### src/hdl/pfr_pkg.sv
`default_nettype none
package pfr_pkg;
	// ----------------------------------------------------------------
	// Timing
	// ----------------------------------------------------------------
	localparam int CLK_HZ = 40_000_000;
	localparam int CLK_PER_US = CLK_HZ / 1_000_000;
	localparam int FILT_OFF_NS = 50_000;
	localparam int FILT_OFF_CYC = (FILT_OFF_NS * CLK_PER_US + 999) / 1000;
	localparam int FILT_10HZ_US = 50_000;
	localparam int FILT_10HZ_CYC = FILT_10HZ_US * CLK_PER_US;
	localparam int FILT_STEPS = 9;
	localparam int TENTH_MS = 100;
	localparam int TENTH_CYC = TENTH_MS * (CLK_HZ / 1000);
	// ----------------------------------------------------------------
	// Value ranges
	// ----------------------------------------------------------------
	localparam int VAL_W = 10;
	localparam logic [9:0] COUNT_MAX = 10'h3E7;
	localparam logic [9:0] COUNT_ZERO = 10'h000;
	// ----------------------------------------------------------------
	// Register map
	// ----------------------------------------------------------------
	localparam logic [11:0] REG_CTRL = 12'h000;
	localparam logic [11:0] REG_THRESH = 12'h004;
	localparam logic [11:0] REG_HOLD = 12'h008;
	localparam logic [11:0] REG_DELAY = 12'h00C;
	localparam logic [11:0] REG_CMD = 12'h010;
	localparam logic [11:0] REG_RELAY = 12'h014;
	localparam logic [11:0] REG_COUNT = 12'h018;
	localparam logic [11:0] REG_STATUS = 12'h01C;
	localparam int CTRL_BATCH_BIT = 0;
	localparam int CTRL_DOWN_BIT = 1;
	localparam int CTRL_AUTO_BIT = 2;
	localparam int CTRL_FILT_LSB = 4;
	localparam int CTRL_MODE1_LSB = 8;
	localparam int CTRL_MODE2_LSB = 10;
	localparam int HI_FIELD_LSB = 16;
	localparam int CMD_INIT_BIT = 0;
	localparam int STAT_RUN_BIT = 0;
	localparam int STAT_DELAY_BIT = 1;
	localparam int STAT_ACT_LSB = 2;
	// ----------------------------------------------------------------
	// Types
	// ----------------------------------------------------------------
	typedef enum logic [1:0] {
		RELAY_DISABLED = 2'b00,
		RELAY_CLOSED_ACTIVE = 2'b01,
		RELAY_OPEN_ACTIVE = 2'b10,
		RELAY_BUS_DRIVEN = 2'b11
	} pfr_relay_mode_t;
	typedef enum logic [1:0] {
		CYC_IDLE = 2'b00,
		CYC_RUN = 2'b01,
		CYC_DELAY = 2'b10
	} pfr_cycle_t;
	typedef struct packed {
		logic batch_mode;
		logic count_down;
		logic autoreset_enable;
		logic [3:0] filter_sel;
		pfr_relay_mode_t relay_one_mode;
		pfr_relay_mode_t relay_two_mode;
		logic [9:0] main_threshold;
		logic [9:0] advance_threshold;
		logic [9:0] relay_one_hold_time;
		logic [9:0] relay_two_hold_time;
		logic [9:0] autoreset_delay;
	} pfr_cfg_t;
	localparam pfr_cfg_t CFG_RESET = '{1'b0, 1'b0, 1'b0, 4'h0, RELAY_DISABLED,
		RELAY_DISABLED, 10'h000, 10'h000, 10'h000, 10'h000, 10'h000};
endpackage : pfr_pkg
`default_nettype wire

### src/hdl/pfr_top.sv
// Chosen here: the placing of the registers and the APB register port.
`timescale 1ns/100ps
`default_nettype none
// ----------------------------------------------------------------
// Tenth-second down timer
// ----------------------------------------------------------------
module pfr_tenth_timer #(
	parameter int W = 10
) (
	// Clock and reset
	input wire logic i_clk,
	input wire logic i_rst,
	// Control
	input wire logic i_tick,
	input wire logic i_start,
	input wire logic i_cancel,
	input wire logic [W-1:0] i_load,
	// Status
	output logic o_running,
	output logic o_done
);
	logic [W-1:0] remain;
	logic [W-1:0] next_remain;
	logic done;
	logic next_done;

	always_comb begin
		next_remain = remain;
		next_done = 1'b0;
		if (i_start) begin
			next_remain = i_load;
		end else if (i_cancel) begin
			next_remain = '0;
		end else if (i_tick && remain != '0) begin
			next_remain = remain - W'(1);
			next_done = (remain == W'(1));
		end
	end

	always_ff @(posedge i_clk or posedge i_rst) begin
		if (i_rst) begin
			remain <= '0;
			done <= 1'b0;
		end else begin
			remain <= next_remain;
			done <= next_done;
		end
	end

	assign o_running = (remain != '0);
	assign o_done = done;
endmodule : pfr_tenth_timer

// ----------------------------------------------------------------
// Pulse filter, counter and relay controller
// ----------------------------------------------------------------
module pfr_top
	import pfr_pkg::*;
#(
	parameter int FILT_BASE_CYC = FILT_10HZ_CYC,
	parameter int TICK_CYC = TENTH_CYC
) (
	// Clock and reset
	input wire logic i_clk,
	input wire logic i_rst,
	// APB slave
	input wire logic i_psel,
	input wire logic i_penable,
	input wire logic i_pwrite,
	input wire logic [11:0] i_paddr,
	input wire logic [31:0] i_pwdata,
	output logic [31:0] o_prdata,
	output logic o_pready,
	output logic o_pslverr,
	// Pins
	input wire logic i_pulse,
	input wire logic i_start,
	// Count retention
	input wire logic [9:0] i_saved_count,
	input wire logic i_saved_valid,
	output logic [9:0] o_count,
	// Relays and status
	output logic o_relay_one,
	output logic o_relay_two,
	output logic o_cycle_active
);
	localparam int FW = $clog2(FILT_BASE_CYC + 1);
	localparam int TW = $clog2(TICK_CYC + 1);

	if (FILT_BASE_CYC < FILT_OFF_CYC || TICK_CYC < 1) begin : g_bad_param
		$error("pfr_top: filter base or tick count out of range");
	end

	function automatic logic [9:0] clamp_val(input logic [9:0] v);
		clamp_val = (v > COUNT_MAX) ? COUNT_MAX : v;
	endfunction : clamp_val

	function automatic logic contact(input pfr_relay_mode_t m, input logic act, input logic bus);
		case (m)
			RELAY_CLOSED_ACTIVE: contact = act;
			RELAY_OPEN_ACTIVE: contact = ~act;
			RELAY_BUS_DRIVEN: contact = bus;
			default: contact = 1'b0;
		endcase
	endfunction : contact

	// ----------------------------------------------------------------
	// Input synchronisers, debounce filter, tenth tick
	// ----------------------------------------------------------------
	logic [FW-1:0] filt_lim [0:FILT_STEPS];
	for (genvar g = 0; g <= FILT_STEPS; g++) begin : g_lim
		if (g == 0) begin : g_off
			assign filt_lim[g] = FW'(FILT_OFF_CYC);
		end else begin : g_on
			assign filt_lim[g] = FW'((FILT_BASE_CYC + g - 1) / g);
		end
	end

	pfr_cfg_t cfg;
	logic pulse_s1, pulse_s2, start_s1, start_s2, start_prev;
	logic filt_level, next_filt_level, strobe, next_strobe;
	logic [FW-1:0] stable_cnt, next_stable_cnt;
	logic [TW-1:0] tick_cnt, next_tick_cnt;
	logic tick, next_tick;
	logic [3:0] sel_idx;

	always_comb begin
		sel_idx = (cfg.filter_sel > 4'(FILT_STEPS)) ? 4'(FILT_STEPS) : cfg.filter_sel;
		next_filt_level = filt_level;
		next_stable_cnt = '0;
		next_strobe = 1'b0;
		if (pulse_s2 != filt_level) begin
			next_stable_cnt = stable_cnt + FW'(1);
			if (next_stable_cnt >= filt_lim[sel_idx]) begin
				next_filt_level = pulse_s2;
				next_stable_cnt = '0;
				next_strobe = pulse_s2;
			end
		end
		next_tick = (tick_cnt == TW'(TICK_CYC - 1));
		next_tick_cnt = next_tick ? '0 : tick_cnt + TW'(1);
	end

	always_ff @(posedge i_clk or posedge i_rst) begin
		if (i_rst) begin
			pulse_s1 <= 1'b0;
			pulse_s2 <= 1'b0;
			start_s1 <= 1'b0;
			start_s2 <= 1'b0;
			start_prev <= 1'b0;
			filt_level <= 1'b0;
			stable_cnt <= '0;
			strobe <= 1'b0;
			tick_cnt <= '0;
			tick <= 1'b0;
		end else begin
			pulse_s1 <= i_pulse;
			pulse_s2 <= pulse_s1;
			start_s1 <= i_start;
			start_s2 <= start_s1;
			start_prev <= start_s2;
			filt_level <= next_filt_level;
			stable_cnt <= next_stable_cnt;
			strobe <= next_strobe;
			tick_cnt <= next_tick_cnt;
			tick <= next_tick;
		end
	end

	// ----------------------------------------------------------------
	// APB register file
	// ----------------------------------------------------------------
	pfr_cfg_t next_cfg;
	logic [1:0] bus_relay, next_bus_relay;
	logic [31:0] rdata, next_rdata;
	logic apb_wr, apb_setup_rd, mapped, cmd_init;
	logic [9:0] count;
	logic [1:0] active, relay_out;
	pfr_cycle_t state;

	always_comb begin
		mapped = (i_paddr == REG_CTRL) || (i_paddr == REG_THRESH) || (i_paddr == REG_HOLD) ||
			(i_paddr == REG_DELAY) || (i_paddr == REG_CMD) || (i_paddr == REG_RELAY) ||
			(i_paddr == REG_COUNT) || (i_paddr == REG_STATUS);
		apb_wr = i_psel && i_penable && i_pwrite && mapped;
		apb_setup_rd = i_psel && !i_penable && !i_pwrite;
		cmd_init = apb_wr && (i_paddr == REG_CMD) && i_pwdata[CMD_INIT_BIT];
		next_cfg = cfg;
		next_bus_relay = bus_relay;
		if (apb_wr) begin
			case (i_paddr)
				REG_CTRL: begin
					next_cfg.batch_mode = i_pwdata[CTRL_BATCH_BIT];
					next_cfg.count_down = i_pwdata[CTRL_DOWN_BIT];
					next_cfg.autoreset_enable = i_pwdata[CTRL_AUTO_BIT];
					next_cfg.filter_sel = i_pwdata[CTRL_FILT_LSB +: 4];
					next_cfg.relay_one_mode = pfr_relay_mode_t'(i_pwdata[CTRL_MODE1_LSB +: 2]);
					next_cfg.relay_two_mode = pfr_relay_mode_t'(i_pwdata[CTRL_MODE2_LSB +: 2]);
				end
				REG_THRESH: begin
					next_cfg.main_threshold = clamp_val(i_pwdata[0 +: VAL_W]);
					next_cfg.advance_threshold = clamp_val(i_pwdata[HI_FIELD_LSB +: VAL_W]);
				end
				REG_HOLD: begin
					next_cfg.relay_one_hold_time = clamp_val(i_pwdata[0 +: VAL_W]);
					next_cfg.relay_two_hold_time = clamp_val(i_pwdata[HI_FIELD_LSB +: VAL_W]);
				end
				REG_DELAY: begin
					next_cfg.autoreset_delay = clamp_val(i_pwdata[0 +: VAL_W]);
				end
				REG_RELAY: begin
					if (cfg.relay_one_mode == RELAY_BUS_DRIVEN) begin
						next_bus_relay[0] = i_pwdata[0];
					end
					if (cfg.relay_two_mode == RELAY_BUS_DRIVEN) begin
						next_bus_relay[1] = i_pwdata[1];
					end
				end
				default: begin
				end
			endcase
		end
		next_rdata = '0;
		case (i_paddr)
			REG_CTRL: begin
				next_rdata[CTRL_BATCH_BIT] = cfg.batch_mode;
				next_rdata[CTRL_DOWN_BIT] = cfg.count_down;
				next_rdata[CTRL_AUTO_BIT] = cfg.autoreset_enable;
				next_rdata[CTRL_FILT_LSB +: 4] = cfg.filter_sel;
				next_rdata[CTRL_MODE1_LSB +: 2] = cfg.relay_one_mode;
				next_rdata[CTRL_MODE2_LSB +: 2] = cfg.relay_two_mode;
			end
			REG_THRESH: begin
				next_rdata[0 +: VAL_W] = cfg.main_threshold;
				next_rdata[HI_FIELD_LSB +: VAL_W] = cfg.advance_threshold;
			end
			REG_HOLD: begin
				next_rdata[0 +: VAL_W] = cfg.relay_one_hold_time;
				next_rdata[HI_FIELD_LSB +: VAL_W] = cfg.relay_two_hold_time;
			end
			REG_DELAY: next_rdata[0 +: VAL_W] = cfg.autoreset_delay;
			REG_RELAY: next_rdata[1:0] = relay_out;
			REG_COUNT: next_rdata[0 +: VAL_W] = count;
			REG_STATUS: begin
				next_rdata[STAT_RUN_BIT] = (state == CYC_RUN);
				next_rdata[STAT_DELAY_BIT] = (state == CYC_DELAY);
				next_rdata[STAT_ACT_LSB +: 2] = active;
			end
			default: next_rdata = '0;
		endcase
		if (!apb_setup_rd) begin
			next_rdata = rdata;
		end
	end

	always_ff @(posedge i_clk or posedge i_rst) begin
		if (i_rst) begin
			cfg <= CFG_RESET;
			bus_relay <= 2'b00;
			rdata <= '0;
		end else begin
			cfg <= next_cfg;
			bus_relay <= next_bus_relay;
			rdata <= next_rdata;
		end
	end

	assign o_prdata = rdata;
	assign o_pready = 1'b1;
	assign o_pslverr = i_psel && i_penable && !mapped;

	// ----------------------------------------------------------------
	// Timers
	// ----------------------------------------------------------------
	logic [1:0] hold_start, hold_run, hold_done;
	logic [9:0] hold_time [0:1];
	logic dly_start, dly_done, init_manual;

	assign hold_time[0] = cfg.relay_one_hold_time;
	assign hold_time[1] = cfg.relay_two_hold_time;

	for (genvar r = 0; r < 2; r++) begin : g_hold
		pfr_tenth_timer #(.W(VAL_W)) u_hold (
			.i_clk(i_clk),
			.i_rst(i_rst),
			.i_tick(tick),
			.i_start(hold_start[r]),
			.i_cancel(init_manual),
			.i_load(hold_time[r]),
			.o_running(hold_run[r]),
			.o_done(hold_done[r])
		);
	end

	pfr_tenth_timer #(.W(VAL_W)) u_delay (
		.i_clk(i_clk),
		.i_rst(i_rst),
		.i_tick(tick),
		.i_start(dly_start),
		.i_cancel(init_manual),
		.i_load(cfg.autoreset_delay),
		.o_running(),
		.o_done(dly_done)
	);

	// ----------------------------------------------------------------
	// Counter, cycle state and relay logic
	// ----------------------------------------------------------------
	pfr_cycle_t next_state;
	logic [9:0] next_count, stepped, thr_main, next_thr_main, thr1, thr2;
	logic [1:0] armed, next_armed, next_active, hit, hit_lvl, next_relay_out;
	logic restored, next_restored, adv_over, adv_over_new, auto_init, init, keep;

	always_comb begin
		init_manual = cmd_init || (start_prev && !start_s2);
		next_state = state;
		next_count = count;
		next_thr_main = thr_main;
		next_armed = armed;
		next_active = active;
		next_restored = 1'b1;
		if (cfg.count_down) begin
			stepped = (count == COUNT_ZERO) ? COUNT_MAX : count - 10'h001;
			thr1 = COUNT_ZERO;
			thr2 = cfg.advance_threshold;
		end else begin
			stepped = (count == COUNT_MAX) ? COUNT_ZERO : count + 10'h001;
			thr1 = thr_main;
			thr2 = thr_main - cfg.advance_threshold;
		end
		adv_over = cfg.advance_threshold > thr_main;
		adv_over_new = cfg.advance_threshold > cfg.main_threshold;
		hit[0] = strobe && armed[0] && (stepped == thr1);
		hit[1] = strobe && armed[1] && !adv_over && (stepped == thr2) && cfg.batch_mode;
		hit_lvl = {1'b0, !cfg.batch_mode};
		dly_start = hit[0] && cfg.autoreset_enable && (cfg.autoreset_delay != '0) && !init_manual;
		auto_init = (hit[0] && cfg.autoreset_enable && (cfg.autoreset_delay == '0)) ||
			(dly_done && state == CYC_DELAY);
		init = init_manual || auto_init;
		if (strobe) begin
			next_count = stepped;
		end
		if (hit[0]) begin
			next_armed[0] = 1'b0;
			next_state = dly_start ? CYC_DELAY : CYC_IDLE;
		end
		if (hit[1]) begin
			next_armed[1] = 1'b0;
		end
		if (init) begin
			next_state = CYC_RUN;
			next_thr_main = cfg.main_threshold;
			next_count = cfg.count_down ? cfg.main_threshold : COUNT_ZERO;
			next_armed = {cfg.batch_mode && !adv_over_new, 1'b1};
		end
		for (int r = 0; r < 2; r++) begin
			hold_start[r] = !init_manual && (hold_time[r] != '0) &&
				(hit[r] || (r == 1 && init && cfg.batch_mode && adv_over_new));
			keep = hold_run[r] || hold_start[r];
			if (init_manual || (auto_init && !keep)) begin
				next_active[r] = cfg.batch_mode;
				if (r == 1 && cfg.batch_mode && adv_over_new) begin
					next_active[r] = 1'b0;
				end
			end else if (hit[r]) begin
				next_active[r] = hit_lvl[r];
			end else if (hold_done[r]) begin
				next_active[r] = cfg.batch_mode;
			end
		end
		if (!cfg.batch_mode) begin
			next_active[1] = 1'b0;
		end
		if (!restored) begin
			next_count = i_saved_valid ? clamp_val(i_saved_count) : count;
		end
		next_relay_out[0] = contact(cfg.relay_one_mode, next_active[0], next_bus_relay[0]);
		next_relay_out[1] = contact(cfg.relay_two_mode, next_active[1], next_bus_relay[1]);
	end

	always_ff @(posedge i_clk or posedge i_rst) begin
		if (i_rst) begin
			state <= CYC_IDLE;
			count <= COUNT_ZERO;
			thr_main <= COUNT_ZERO;
			armed <= 2'b00;
			active <= 2'b00;
			relay_out <= 2'b00;
			restored <= 1'b0;
		end else begin
			state <= next_state;
			count <= next_count;
			thr_main <= next_thr_main;
			armed <= next_armed;
			active <= next_active;
			relay_out <= next_relay_out;
			restored <= next_restored;
		end
	end

	assign o_count = count;
	assign o_relay_one = relay_out[0];
	assign o_relay_two = relay_out[1];
	assign o_cycle_active = (state == CYC_RUN);
endmodule : pfr_top
`default_nettype wire

### config.mk
export PLATFORM = sky130hd
export DESIGN_NAME = pfr_top
export DESIGN_NICKNAME = d
export VERILOG_FILES = /design/src/hdl/pfr_pkg.sv /design/src/hdl/pfr_top.sv
export SDC_FILE = /design/constraint.sdc
export NUM_CORES = 1
export LEC_CHECK = 0
export BUFFER_PORTS_ARGS = -buffer_cell sky130_fd_sc_hd__clkbuf_2
export CAP_MARGIN = 10
export CORE_ASPECT_RATIO = 0.6
export CORE_MARGIN = 10
export CORE_UTILIZATION = 55
export CTS_BUF_LIST = sky130_fd_sc_hd__clkbuf_4 sky130_fd_sc_hd__clkbuf_8 sky130_fd_sc_hd__clkbuf_16
export CTS_CLUSTER_SIZE = 30
export DETAILED_ROUTE_END_ITERATION = 10
export GPL_TIMING_DRIVEN = 0
export HOLD_SLACK_MARGIN = 0.03
export PLACE_DENSITY = 0.77
export REMOVE_ABC_BUFFERS = 1
export SKIP_LAST_GASP = 1
export SYNTH_ARGS = -nofsm -noshare
export SYNTH_HDL_FRONTEND = slang
export SYNTH_SLANG_ARGS = --single-unit
### constraint.sdc
create_clock -name i_clk -period 6.1 [get_ports i_clk]
set_input_delay 0.915 -clock i_clk [delete_from_list [all_inputs] [get_ports i_clk]]
set_output_delay 0.915 -clock i_clk [all_outputs]
set_load 0.03 [all_outputs]
---- After elaboration in Yosys (flattened, before gate mapping) ----
Memory sizes are Yosys's and may differ from the RTL's.
Index checks and enable logic that the tools add are counted.
word-level totals
  bits in registers ....................... 198
  memory bits (read-only) ................. 336
  input bits .............................. 62
  word-level logic and storage cells ...... 225
  memories ................................ 1
operators by class
  $add $sub $neg .......................... 8
  $lt $le $gt $ge ......................... 8
  eq/ne operators ......................... 24
  muxes and demuxes ....................... 65
  bitwise gates (word level) .............. 3
  reduce and logical (&&, ||, !) cells .... 79
memory list
  name              words  bits a word  rd ports  clocked after memory_dff  write ports  RTL line        source
  (name not given)  16     21           1         0                         0            pfr_top.sv:134  if (next_stable_cnt >= filt_lim[sel_idx]) begin
operators by type and width
  kind                     count
  $mux W10                 22
  $mux W21                 4
  $reduce_bool A10 Y1      6
  $eq A12 B5 Y1 const B    4
  $sub A10 B1 Y10 const B  4
  $logic_and A1 B1 Y1      33
  $eq A10 B1 Y1 const B    3
  $gt A10 B10 Y1 const B   3
  $pmux W6 S5              1
  $eq A12 B4 Y1 const B    2
  $mux W1                  23
  $add A22 B1 Y22 const B  1
  $eq A22 B22 Y1 const B   1
  $mux W22                 1
  $add A21 B1 Y21 const B  1
  $ge A21 B21 Y1           1
  $eq A10 B10 Y1           2
  $gt A10 B10 Y1           2
  $logic_not A10 Y1        2
  $pmux W10 S2             1
  $logic_or A1 B1 Y1       15
  $mux W2                  7
  $pmux W2 S7              1
  $eq A12 B3 Y1 const B    1
  other kinds (20)         46

---- Depth between registers and ports, before layout ----
Gate-level depths: netlist (run 1).
  depth in word-level cells ............... 25
  depth in mapped cells ................... 19

---- By module ----
Synthesis (run 1) repeated with hierarchy kept, for this count alone.
unflattened totals
  cell total of the unflattened synthesis .. 1437
  area total of the unflattened synthesis .. 12787.3 sq um
modules (own cells, without submodules)
  module           times used  cells an instance  area each (sq um)  seq. area each (sq um)
  pfr_top          1           1215               10557.6            4103.9
  pfr_tenth_timer  3           74                 743.2              275.3

---- Worst setup path after synthesis (run 1) ----
OpenSTA, ideal clock, no wires.
  path type ............................... register to register
  start point ............................. register count[0], in the netlist o_count[0]
  end point ............................... register g_hold[1].u_hold.remain[0]
  arrival ................................. 3.618 ns
  required time ........................... 5.975 ns
  slack ................................... 2.357 ns
  stages on the path, launching flop included .. 16
  buffers on the path ..................... 3
  clock period less this slack ............ 3.743 ns
  cell sequence ........................... dfrtp_1 -> clkbuf_1 -> inv_1 -> ha_1 -> clkbuf_1 -> nand2_1 -> o31a_1 -> xnor2_1 -> nor4_1 -> a32oi_1 -> or4_1 -> o21ai_2 -> nand2_1 -> a21o_1 -> buf_6 -> mux2_4
on the way
  word-level cells in the longest chain between the ends .. 14
ends and longest elaborated chain
  item                                                                    RTL line                        source
  start: declaration                                                      pfr_top.sv:177                  logic [9:0] count;
  start signal: assignment                                                pfr_top.sv:392                  count <= next_count;
  $add A10 B1 Y10, or another cell as far along                           pfr_top.sv:327                  stepped = (count == COUNT_MAX) ? COUNT_ZERO : count + 10'h001;
  $mux W10, on equally long branches                                      pfr_top.sv:327, pfr_top.sv:323
  $mux W10 *                                                              pfr_top.sv:322                  if (cfg.count_down) begin
  $eq A10 B10 Y1                                                          pfr_top.sv:333                  hit[0] = strobe && armed[0] && (stepped == thr1);
  $logic_and A1 B1 Y1                                                     pfr_top.sv:333
  $logic_and A1 B1 Y1 (2 in series)                                       pfr_top.sv:337                  auto_init = (hit[0] && cfg.autoreset_enable && (cfg.autoreset_delay == '0)) ||
  $logic_or A1 B1 Y1                                                      pfr_top.sv:337
  $logic_or A1 B1 Y1                                                      pfr_top.sv:339                  init = init_manual || auto_init;
  $logic_and A1 B1 Y1 (2 in series)                                       pfr_top.sv:358                  (hit[r] || (r == 1 && init && cfg.batch_mode && adv_over_new));
  $logic_or A1 B1 Y1 *                                                    pfr_top.sv:358
  $logic_and A1 B1 Y1 *                                                   pfr_top.sv:357                  hold_start[r] = !init_manual && (hold_time[r] != '0) &&
  $reduce_bool A3 Y1 (no source line) / $mux W10 (equally long branches)  --
  end signal: assignment                                                  pfr_top.sv:45                   remain <= next_remain;
  end: declaration                                                        pfr_top.sv:22                   logic [W-1:0] remain;
Every way passes the cells marked *; elsewhere a longest branch is shown, timed or not.
A chain may end at the register's enable or synchronous reset.

---- Worst setup path after layout (run 1) ----
  start point ............................. register count[0], in the netlist o_count[0]
  end point ............................... register g_hold[1].u_hold.remain[9]
The elaborated chain is that of the path after synthesis.

==> summary.md, run 1 <==
| Metric | Value |
|---|---|
| CTS tree | done |
| N_diodes | 0 |
| Initial Util | 0.557 |
| Finished Cell Area | approximately 14000 um2 |
| Final setup fails | 0 |
| Worst slew pin tran | 1.08 ns |
| Netlist cell types | 83 |
| Period utilization | 0.839 |
| R2R setup slack | 0.98 ns |
| Clock Tree Buf Depth | 2 |
| Final Hold Violating Endpoints | 0 |
| Total Die Area | roughly 29000 um2 |
| Tmin final | 5.12 ns |
| Via density | 6.46 |
| Register area share after synthesis | 0.403 |
| Worst r2r src | o_count[0] |
| Critical Path RT | ~6.4 ns |
| Commonest non-fill, non-tap cells in the layout | dfrtp_1 (196), nand2_1 (187), nor2_1 (142) |
| RSZ-0062 raised after global routing | no |
| Post-synth top area share | 0.403 |
| Synth-to-Final Area Change | 10.4% |
| Drt total wl | approximately 37 mm |
| Post-DP Area | roughly 13000 um2 |
| Reg clk slew, reported paths | around 0.070 ns |
| First-pass GRT wire length | between 50 and 60 mm |
| Root Buffer | clkbuf_16 |
| Core Util, Final | 0.615 |
| Ys flop type | dfrtp_1 |
| Max Clock Skew | 0.0155 ns |
| DR DRC count | 0 |
| Worst Setup SP | o_count[0] |
| Dpl hpwl | 27.5 mm |
| Largest net degree at the start of global routing | between 100 and 150 |
| Worst rel slew slack | 0.271 |
| Clock Latency Late Sink | between 0.4 and 0.5 ns |
| HP Start | start_s1 |
| Die span in y | 136 um |
| Kind of critical path | reg2reg |
| Hold Crit Class | reg2reg |
| Setup Slack @ Placement | 0.765 ns |
| Overall power | ~3.1 mW |
| PD cells | around 230 nW/um2 |
| Core area | approximately 22000 um2 |
| Top cells by area, synth | dfrtp_1 (40%), nand2_1 (5.7%), ha_1 (5.7%) |
| Critical path data arrival time | 5.45 ns |
| Crit path launch type | flip-flop |
| Port-buffer cells | between 80 and 90 |
| Row count | between 40 and 50 |
| Post-DR wirelength/cell | ~22 um |
| P_leak | approximately 6.4 nW |
| Crit Path Max Fanout | 38 |
| Max_cap viols | 0 |
| H-Tree Depth | 4 |
| Peak supply drop | approximately 0.19 mV |
| Total CTS buffers | 17 |
| Run status | complete, no violations |
| Final #Nets | approximately 1.6k |
| DR iter-0 viols | between 1k and 1.5k |
| Fraction of layout instances using a drive strength above 1 | 0.127 |
| Final hold slack | 0.354 ns |
| Vias | about 11k |
| Async SR Flop Fraction | 1.00 |
| Cts hold-fix bufs | 0 |
| DRT antenna net count | 0 |
| Syn. warnings | 0 |
| Syn Area/Cell | 8.82 um2 |
| Synthesized flop and latch total | just under 200 |
| Slew Viols, Final | 0 |
| Setup ws final | 0.985 ns |
| Most common cell after layout, fill and taps aside | dfrtp_1 |
| Total congestion overflow | 0 |
| Vias in the first global route | between 10k and 15k |
| All-Layer GR Usage | 0.258 |
| # fillers | approximately 1.9k |
| Worst setup EP type | flip-flop |
| CTS resizes | 0 |
| Die W | around 210 um |
| Mapped Cells | approximately 1.4k |
| GP Congestion | about 1.0 |
| Initial antenna violation count | 2 |
| Postcts setup bufs | 0 |
| F_max | 0.195 GHz |
| Syn Std Cell Area | about 12000 um2 |
| I/O Pins | between 100 and 150 |
| DR pass1 iterations | 6 |
| Post-synth EDFFs | 0 |
| Sink Count | around 200 |
| Yosys top cell by area | dfrtp_1 |
==> cell families (layout without fill, tap and decap cells) <==
family | after synthesis | after routing | synth area share
buffers and inverters | 139 | 191 | 0.0489
DFF | 197 | 197 | 0.403
muxes | 40 | 40 | 0.0381
other | 2 | 12 | 0.000613
and+or+nand+nor | 567 | 567 | 0.223
adders and majority gates | 57 | 57 | 0.0589
AOI/OAI and AO/OA | 312 | 312 | 0.174
xor gates and xnor gates | 75 | 75 | 0.0536
==> metrics by stage <==
step           std cells  TNS, ns
4_1_cts             1734        0
3_5_place_dp        1702        0
6_report            1737        0
3_3_place_gp        1692  -484.56
5_1_grt             1737        0
2_1_floorplan       1319   -36.24
==> registers in the layout, summed over array words and instances, names as in the netlist, 2 cells and up <==
signal                flops
stable_cnt               21
g_hold.u_hold.remain     20
bus_relay                 2
active                    2
cfg                      61
relay_out                 2
o_count                  10
state                     2
thr_main                 10
g_hold.u_hold.o_done      2
u_delay.remain           10
tick_cnt                 22
o_prdata                 22
==> layout make-up <==
type | count | area [um2] | area share
tap | 286 | 358 | 0.0265
clock inverter | 11 | 148 | 0.0109
timing repair buffer | 100 | 568 | 0.0420
clock buffer | 21 | 474 | 0.0351
inverter | 59 | 229 | 0.0169
sequential | 197 | 4930 | 0.365
multi-input combinational | 1063 | 6810 | 0.504
==> report_power, final <==
part	switching [mW]	internal (mW)
Clock	0.524	0.684
Combinational	0.315	0.144
Sequential	0.0854	1.34
==> Yosys cell counts, drive strengths merged, types with 4 or more instances <==
cell type / n
nor2: 143
a222oi: 9
mux2i: 14
ha: 56
nand3: 45
nor2b: 13
mux2: 26
o41ai: 4
nor3: 25
or2: 6
dfrtp: 197
xnor2: 45
o211ai: 7
nand4: 25
a211oi: 10
o31a: 4
nand2b: 12
o311ai: 4
or3: 14
nor4b: 5
nand2: 187
or4: 9
o21a: 11
inv: 58
o21ai: 77
buf: 25
and4: 7
o31ai: 16
xor2: 30
a2111oi: 5
a22oi: 9
nor4: 26
a221oi: 19
a21o: 26
a22o: 5
a31oi: 21
and2: 5
o2111ai: 4
o21bai: 4
a21oi: 54
clkbuf: 55
and3: 31
==> per-layer routing <==
layer / up-vias / part of all wire / track usage
li1: 5076 / - / -
met1: 5404 / 0.44 / 0.373
met2: 669 / 0.40 / 0.347
met3: 61 / 0.14 / 0.105
met4: 4 / 0.014 / 0.0537
met5: - / 0.0028 / 0.0258
==> worst paths after layout <==
kind | endpoint | depth (start not counted)
max | g_hold[1].u_hold.remain[9] | 12
min | start_s2 | 0
max reg2reg | g_hold[1].u_hold.remain[9] | 12
min reg2reg | start_s2 | 0
max in group asynchronous | o_prdata[25] | 3
min in group asynchronous | stable_cnt[10] | 2
==> worst max-delay path, cell delays in order (launching register included) <==
cell,delay (ns)
dfrtp_1,0.70
ha_1,0.47
nand4b_1,0.17
nor4_1,0.77
o21ai_0,0.22
o21ai_1,0.42
a32oi_1,0.23
or4_1,0.62
o21ai_4,0.24
buf_12,0.25
nand2_1,0.07
a21o_1,0.41
mux2_1,0.40
No activity file was read; power rests on OpenSTA's default activity.
==> run 2: changes to the inputs <==
--- a/config.mk
+++ b/config.mk
@@ -5,17 +5,18 @@
 export SDC_FILE = /design/constraint.sdc
 export NUM_CORES = 1
 export LEC_CHECK = 0
+export ABC_AREA = 1
 export BUFFER_PORTS_ARGS = -buffer_cell sky130_fd_sc_hd__clkbuf_2
 export CAP_MARGIN = 10
 export CORE_ASPECT_RATIO = 0.6
 export CORE_MARGIN = 10
-export CORE_UTILIZATION = 55
+export CORE_UTILIZATION = 61
 export CTS_BUF_LIST = sky130_fd_sc_hd__clkbuf_4 sky130_fd_sc_hd__clkbuf_8 sky130_fd_sc_hd__clkbuf_16
 export CTS_CLUSTER_SIZE = 30
 export DETAILED_ROUTE_END_ITERATION = 10
 export GPL_TIMING_DRIVEN = 0
 export HOLD_SLACK_MARGIN = 0.03
-export PLACE_DENSITY = 0.77
+export PLACE_DENSITY = 0.81
 export REMOVE_ABC_BUFFERS = 1
 export SKIP_LAST_GASP = 1
 export SYNTH_ARGS = -nofsm -noshare
==> constraint.sdc (replaced) <==
create_clock -name i_clk -period 5 [get_ports i_clk]
set_input_delay 0.75 -clock i_clk [delete_from_list [all_inputs] [get_ports i_clk]]
set_output_delay 0.75 -clock i_clk [all_outputs]
set_load 0.03 [all_outputs]
==> summary.md, run 2 <==
| Metric | Value |
|---|---|
| Reg clk slew, reported paths | 0.08 ns (was 0.07 ns) |
| Syn Area/Cell | 7.46 um2 (was 8.82 um2) |
| P_leak | 7.02 nW (was 6.39 nW) |
| Cts hold-fix bufs | 0 (unchanged) |
| Max Clock Skew | 0.0210 ns (was 0.0155 ns) |
| Async SR Flop Fraction | 1.00 (unchanged) |
| DR pass1 iterations | 6 (unchanged) |
| Tmin final | 4.28 ns (was 5.12 ns) |
| Post-synth EDFFs | 0 (unchanged) |
| Largest net degree at the start of global routing | 129 (was 101) |
| Vias in the first global route | 10.9k (was 10.5k) |
| Die W | 205 um (was 213 um) |
| Commonest non-fill, non-tap cells in the layout | nand2_1 (389), inv_1 (251), dfrtp_1 (197) (was dfrtp_1 (196), nand2_1 (187), nor2_1 (142)) |
| Core area | 20100 um2 (was 22000 um2) |
| Worst setup EP type | flip-flop (unchanged) |
| First-pass GRT wire length | 57.7 mm (was 58.5 mm) |
| Critical Path RT | 5.34 ns (was 6.43 ns) |
| Finished Cell Area | 13700 um2 (was 13500 um2) |
| Final #Nets | 1864 (was 1557) |
| Total congestion overflow | 0 (unchanged) |
| Overall power | 4.02 mW (was 3.09 mW) |
| Yosys top cell by area | dfrtp_1 (unchanged) |
| Top cells by area, synth | dfrtp_1 (39%), nand2_1 (12%), inv_1 (7.5%) (was dfrtp_1 (40%), nand2_1 (5.7%), ha_1 (5.7%)) |
| Peak supply drop | 0.283 mV (was 0.191 mV) |
| Vias | 11.9k (was 11.2k) |
| All-Layer GR Usage | 0.271 (was 0.258) |
| Clock Tree Buf Depth | 2 (unchanged) |
| Routed length on met2 | 15.2 mm (was 15.1 mm) |
| Metal3 WL | 4.22 mm (was 5.31 mm) |
| Initial antenna violation count | 0 (was 2) |
| Post-DP Area | 13100 um2 (was 12900 um2) |
| Netlist cell types | 55 (was 83) |
| Worst path cell trace | inv_2, nand2_2, inv_2, nand2_1, nand2_1, nand2_1, nand2_1, inv_1, nand2_1, nor2_2, nand4_2, nand2_4, nand2_1, nand2_1, nand2_2, nand3_1, inv_2, nand2_1, nand2_1 (was ha_1, nand4b_1, nor4_1, o21ai_0, o21ai_1, a32oi_1, or4_1, o21ai_4, buf_12, nand2_1, a21o_1, mux2_1) |
| Via density | 5.86 (was 6.46) |
| Total Die Area | 26900 um2 (was 28800 um2) |
| F_max | 0.234 GHz (was 0.195 GHz) |
| Post-synth top area share | 0.393 (was 0.403) |
| CTS resizes | 0 (unchanged) |
| Worst rel slew slack | 0.207 (was 0.271) |
| Mapped Cells | 1681 (was 1389) |
| Row count | 40 (was 42) |
| Port-buffer cells | 87 (unchanged) |
| Crit Path Max Fanout | 35 (was 38) |
| Initial Util | 0.624 (was 0.557) |
| Synth-to-Final Area Change | 9.41% (was 10.4%) |
| Synthesized flop and latch total | 197 (unchanged) |
| CP dominant cell by count | nand2_1 |
| Crit path launch type | flip-flop (unchanged) |
| CTS tree | done (unchanged) |
| Sink Count | 197 (unchanged) |
| Top sig layer | met4 (was met5) |
| Kind of critical path | reg2reg (unchanged) |
| N_diodes | 0 (unchanged) |
| Run status | complete, no violations (unchanged) |
| Die span in y | 131 um (was 136 um) |
| WL met1 | 16.0 mm (was 16.5 mm) |
| CP delay by family, top | simple AND/OR/NAND/NOR gates (unchanged) |
| Final setup TNS | 0 ns (unchanged) |
| Final setup fails | 0 (unchanged) |
| Worst slew pin tran | 1.19 ns (was 1.08 ns) |
| Root Buffer | clkbuf_16 (unchanged) |
| H-Tree Depth | 4 (unchanged) |
| DRT antenna net count | 0 (unchanged) |
| Post-synth top cells | nand2_1 (389), inv_1 (252), dfrtp_1 (197), nor2_1 (130), o21ai_0 (117) (was dfrtp_1 (197), nand2_1 (187), nor2_1 (143), o21ai_0 (71), inv_1 (58)) |
| Total CTS buffers | 17 (unchanged) |
| Period utilization | 0.855 (was 0.839) |
| Hold Crit Class | in2async (was reg2reg) |
| Number of flip-flops in the largest register | 61 (unchanged) |
| PD cells | 293 nW/um2 (was 229 nW/um2) |
| RSZ-0062 raised after global routing | no (unchanged) |
| Dpl hpwl | 27.4 mm (was 27.5 mm) |
| DR iter-0 viols | 1486 (was 1352) |
| CP max stage delay | 1.02 ns (was 0.77 ns) |
| Count leader, synth | nand2_1 (was dfrtp_1) |
| Critical path data arrival time | 4.61 ns (was 5.45 ns) |
| Register area share after synthesis | 0.393 (was 0.403) |
| Worst path slowest cell | dfrtp_1 (was nor4_1) |
| I/O Pins | 109 (unchanged) |
| Max_cap viols | 0 (unchanged) |
| Slew Viols, Final | 0 (unchanged) |
| Most common cell after layout, fill and taps aside | nand2_1 (was dfrtp_1) |
| Postcts setup bufs | 0 (unchanged) |
| Buf/Inv on CP | 4 (was 1) |
| GP Congestion | 0.957 (was 1.03) |
| Fraction of layout instances using a drive strength above 1 | 0.110 (was 0.127) |
| Largest Register | cfg (unchanged) |
| DR DRC count | 0 (unchanged) |
| Final Hold Violating Endpoints | 0 (unchanged) |
| Clock Latency Late Sink | 0.46 ns (about the same) |
| # fillers | 1750 (was 1867) |
| Post-DR wirelength/cell | 17.8 um (was 21.6 um) |
| Syn. warnings | 0 (unchanged) |
| Ys flop type | dfrtp_1 (unchanged) |
| Syn Std Cell Area | 12500 um2 (was 12200 um2) |
| Drt total wl | 36.1 mm (was 37.5 mm) |
-- run 2: cell types whose count changed after synthesis, moves of 20 or more --
cell      before  now
a21o_1        26    1
and3_1        31    5
clkbuf_1      55   25
inv_1         58  252
inv_2          0   20
nand2_1      187  389
nand3_1       45   87
o21ai_0       71  117
o221ai_1       2   28
xnor2_1       45   11
-- run 2: power by group --
part           switching [mW]  leakage [nW]  internal, mW  total [mW]
logic                   0.526          4.24         0.272       0.798
registers               0.128          2.49          1.70        1.82
clock network           0.718         0.284         0.677        1.39
-- run 2: worst paths after layout --
kind | slack (ns) | startpoint | cells past startpoint | end
worst max-delay path | 0.72 | cfg[59] | 19 | g_hold[1].u_hold.remain[1]
worst min-delay path | 0.34 | i_rst | 2 | u_delay.remain[6]
worst max register to register | 0.72 | cfg[59] | 19 | g_hold[1].u_hold.remain[1]
worst min register to register | 0.36 | start_s1 | 0 | start_s2
max in group asynchronous | 3.64 | i_rst | 3 | state[1]
min in group i_clk | 0.36 | start_s1 | 0 | start_s2
-- run 2: per-stage QoR --
| step | hold slack, ns | std cells | util | setup slack [ns] |
|---|---|---|---|---|
| 4_1_cts | 0.354 | 2031 | 0.682 | 0.852 |
| 6_report | 0.336 | 2031 | 0.682 | 0.725 |
| 2_1_floorplan | 0.331 | 1633 | - | -1.12 |
| 3_3_place_gp | 0.334 | 1993 | 0.648 | -3.30 |
| 5_1_grt | 0.359 | 2031 | 0.682 | 0.396 |
| 3_5_place_dp | 0.341 | 1999 | 0.653 | 0.567 |
-- run 2: cell families (layout without fill, tap and decap cells) --
group                      count (synthesis)  count (layout)  synth area share
xor gates and xnor gates                  48              48            0.0335
adders and majority gates                 57              57            0.0574
AOI/OAI and AO/OA                        294             294             0.142
buffers and inverters                    332             399             0.107
and+or+nand+nor                          742             742             0.258
DFF                                      197             197             0.393
muxes                                      9               9           0.00808
other                                      2              12          0.000598
-- run 2: worst reg2reg max path, cell delays in order (launching register included) --
cell and delay [ns]:
dfrtp_1 1.02, inv_2 0.55, nand2_2 0.27, inv_2 0.08, nand2_1 0.07, nand2_1 0.10
nand2_1 0.13, nand2_1 0.06, inv_1 0.05, nand2_1 0.05, nor2_2 0.23, nand4_2 0.15
nand2_4 0.29, nand2_1 0.10, nand2_1 0.09, nand2_2 0.19, nand3_1 0.41, inv_2 0.18
nand2_1 0.10, nand2_1 0.06
-- run 2: area by class of cell --
class	count	area (um2)	share of cell area
Clock buffer	18	433	0.0315
Clock inverter	14	150	0.0109
Inverter	274	1040	0.0755
Multi-Input combinational cell	1162	6320	0.460
Sequential cell	197	4930	0.359
Tap cell	273	342	0.0249
Timing Repair Buffer	93	515	0.0375
-- run 2: routing by layer --
metal,global-route usage,vias up
met5,0,-
met4,0.0714,0
met3,0.0751,62
met2,0.396,606
met1,0.386,5601
li1,-,5623
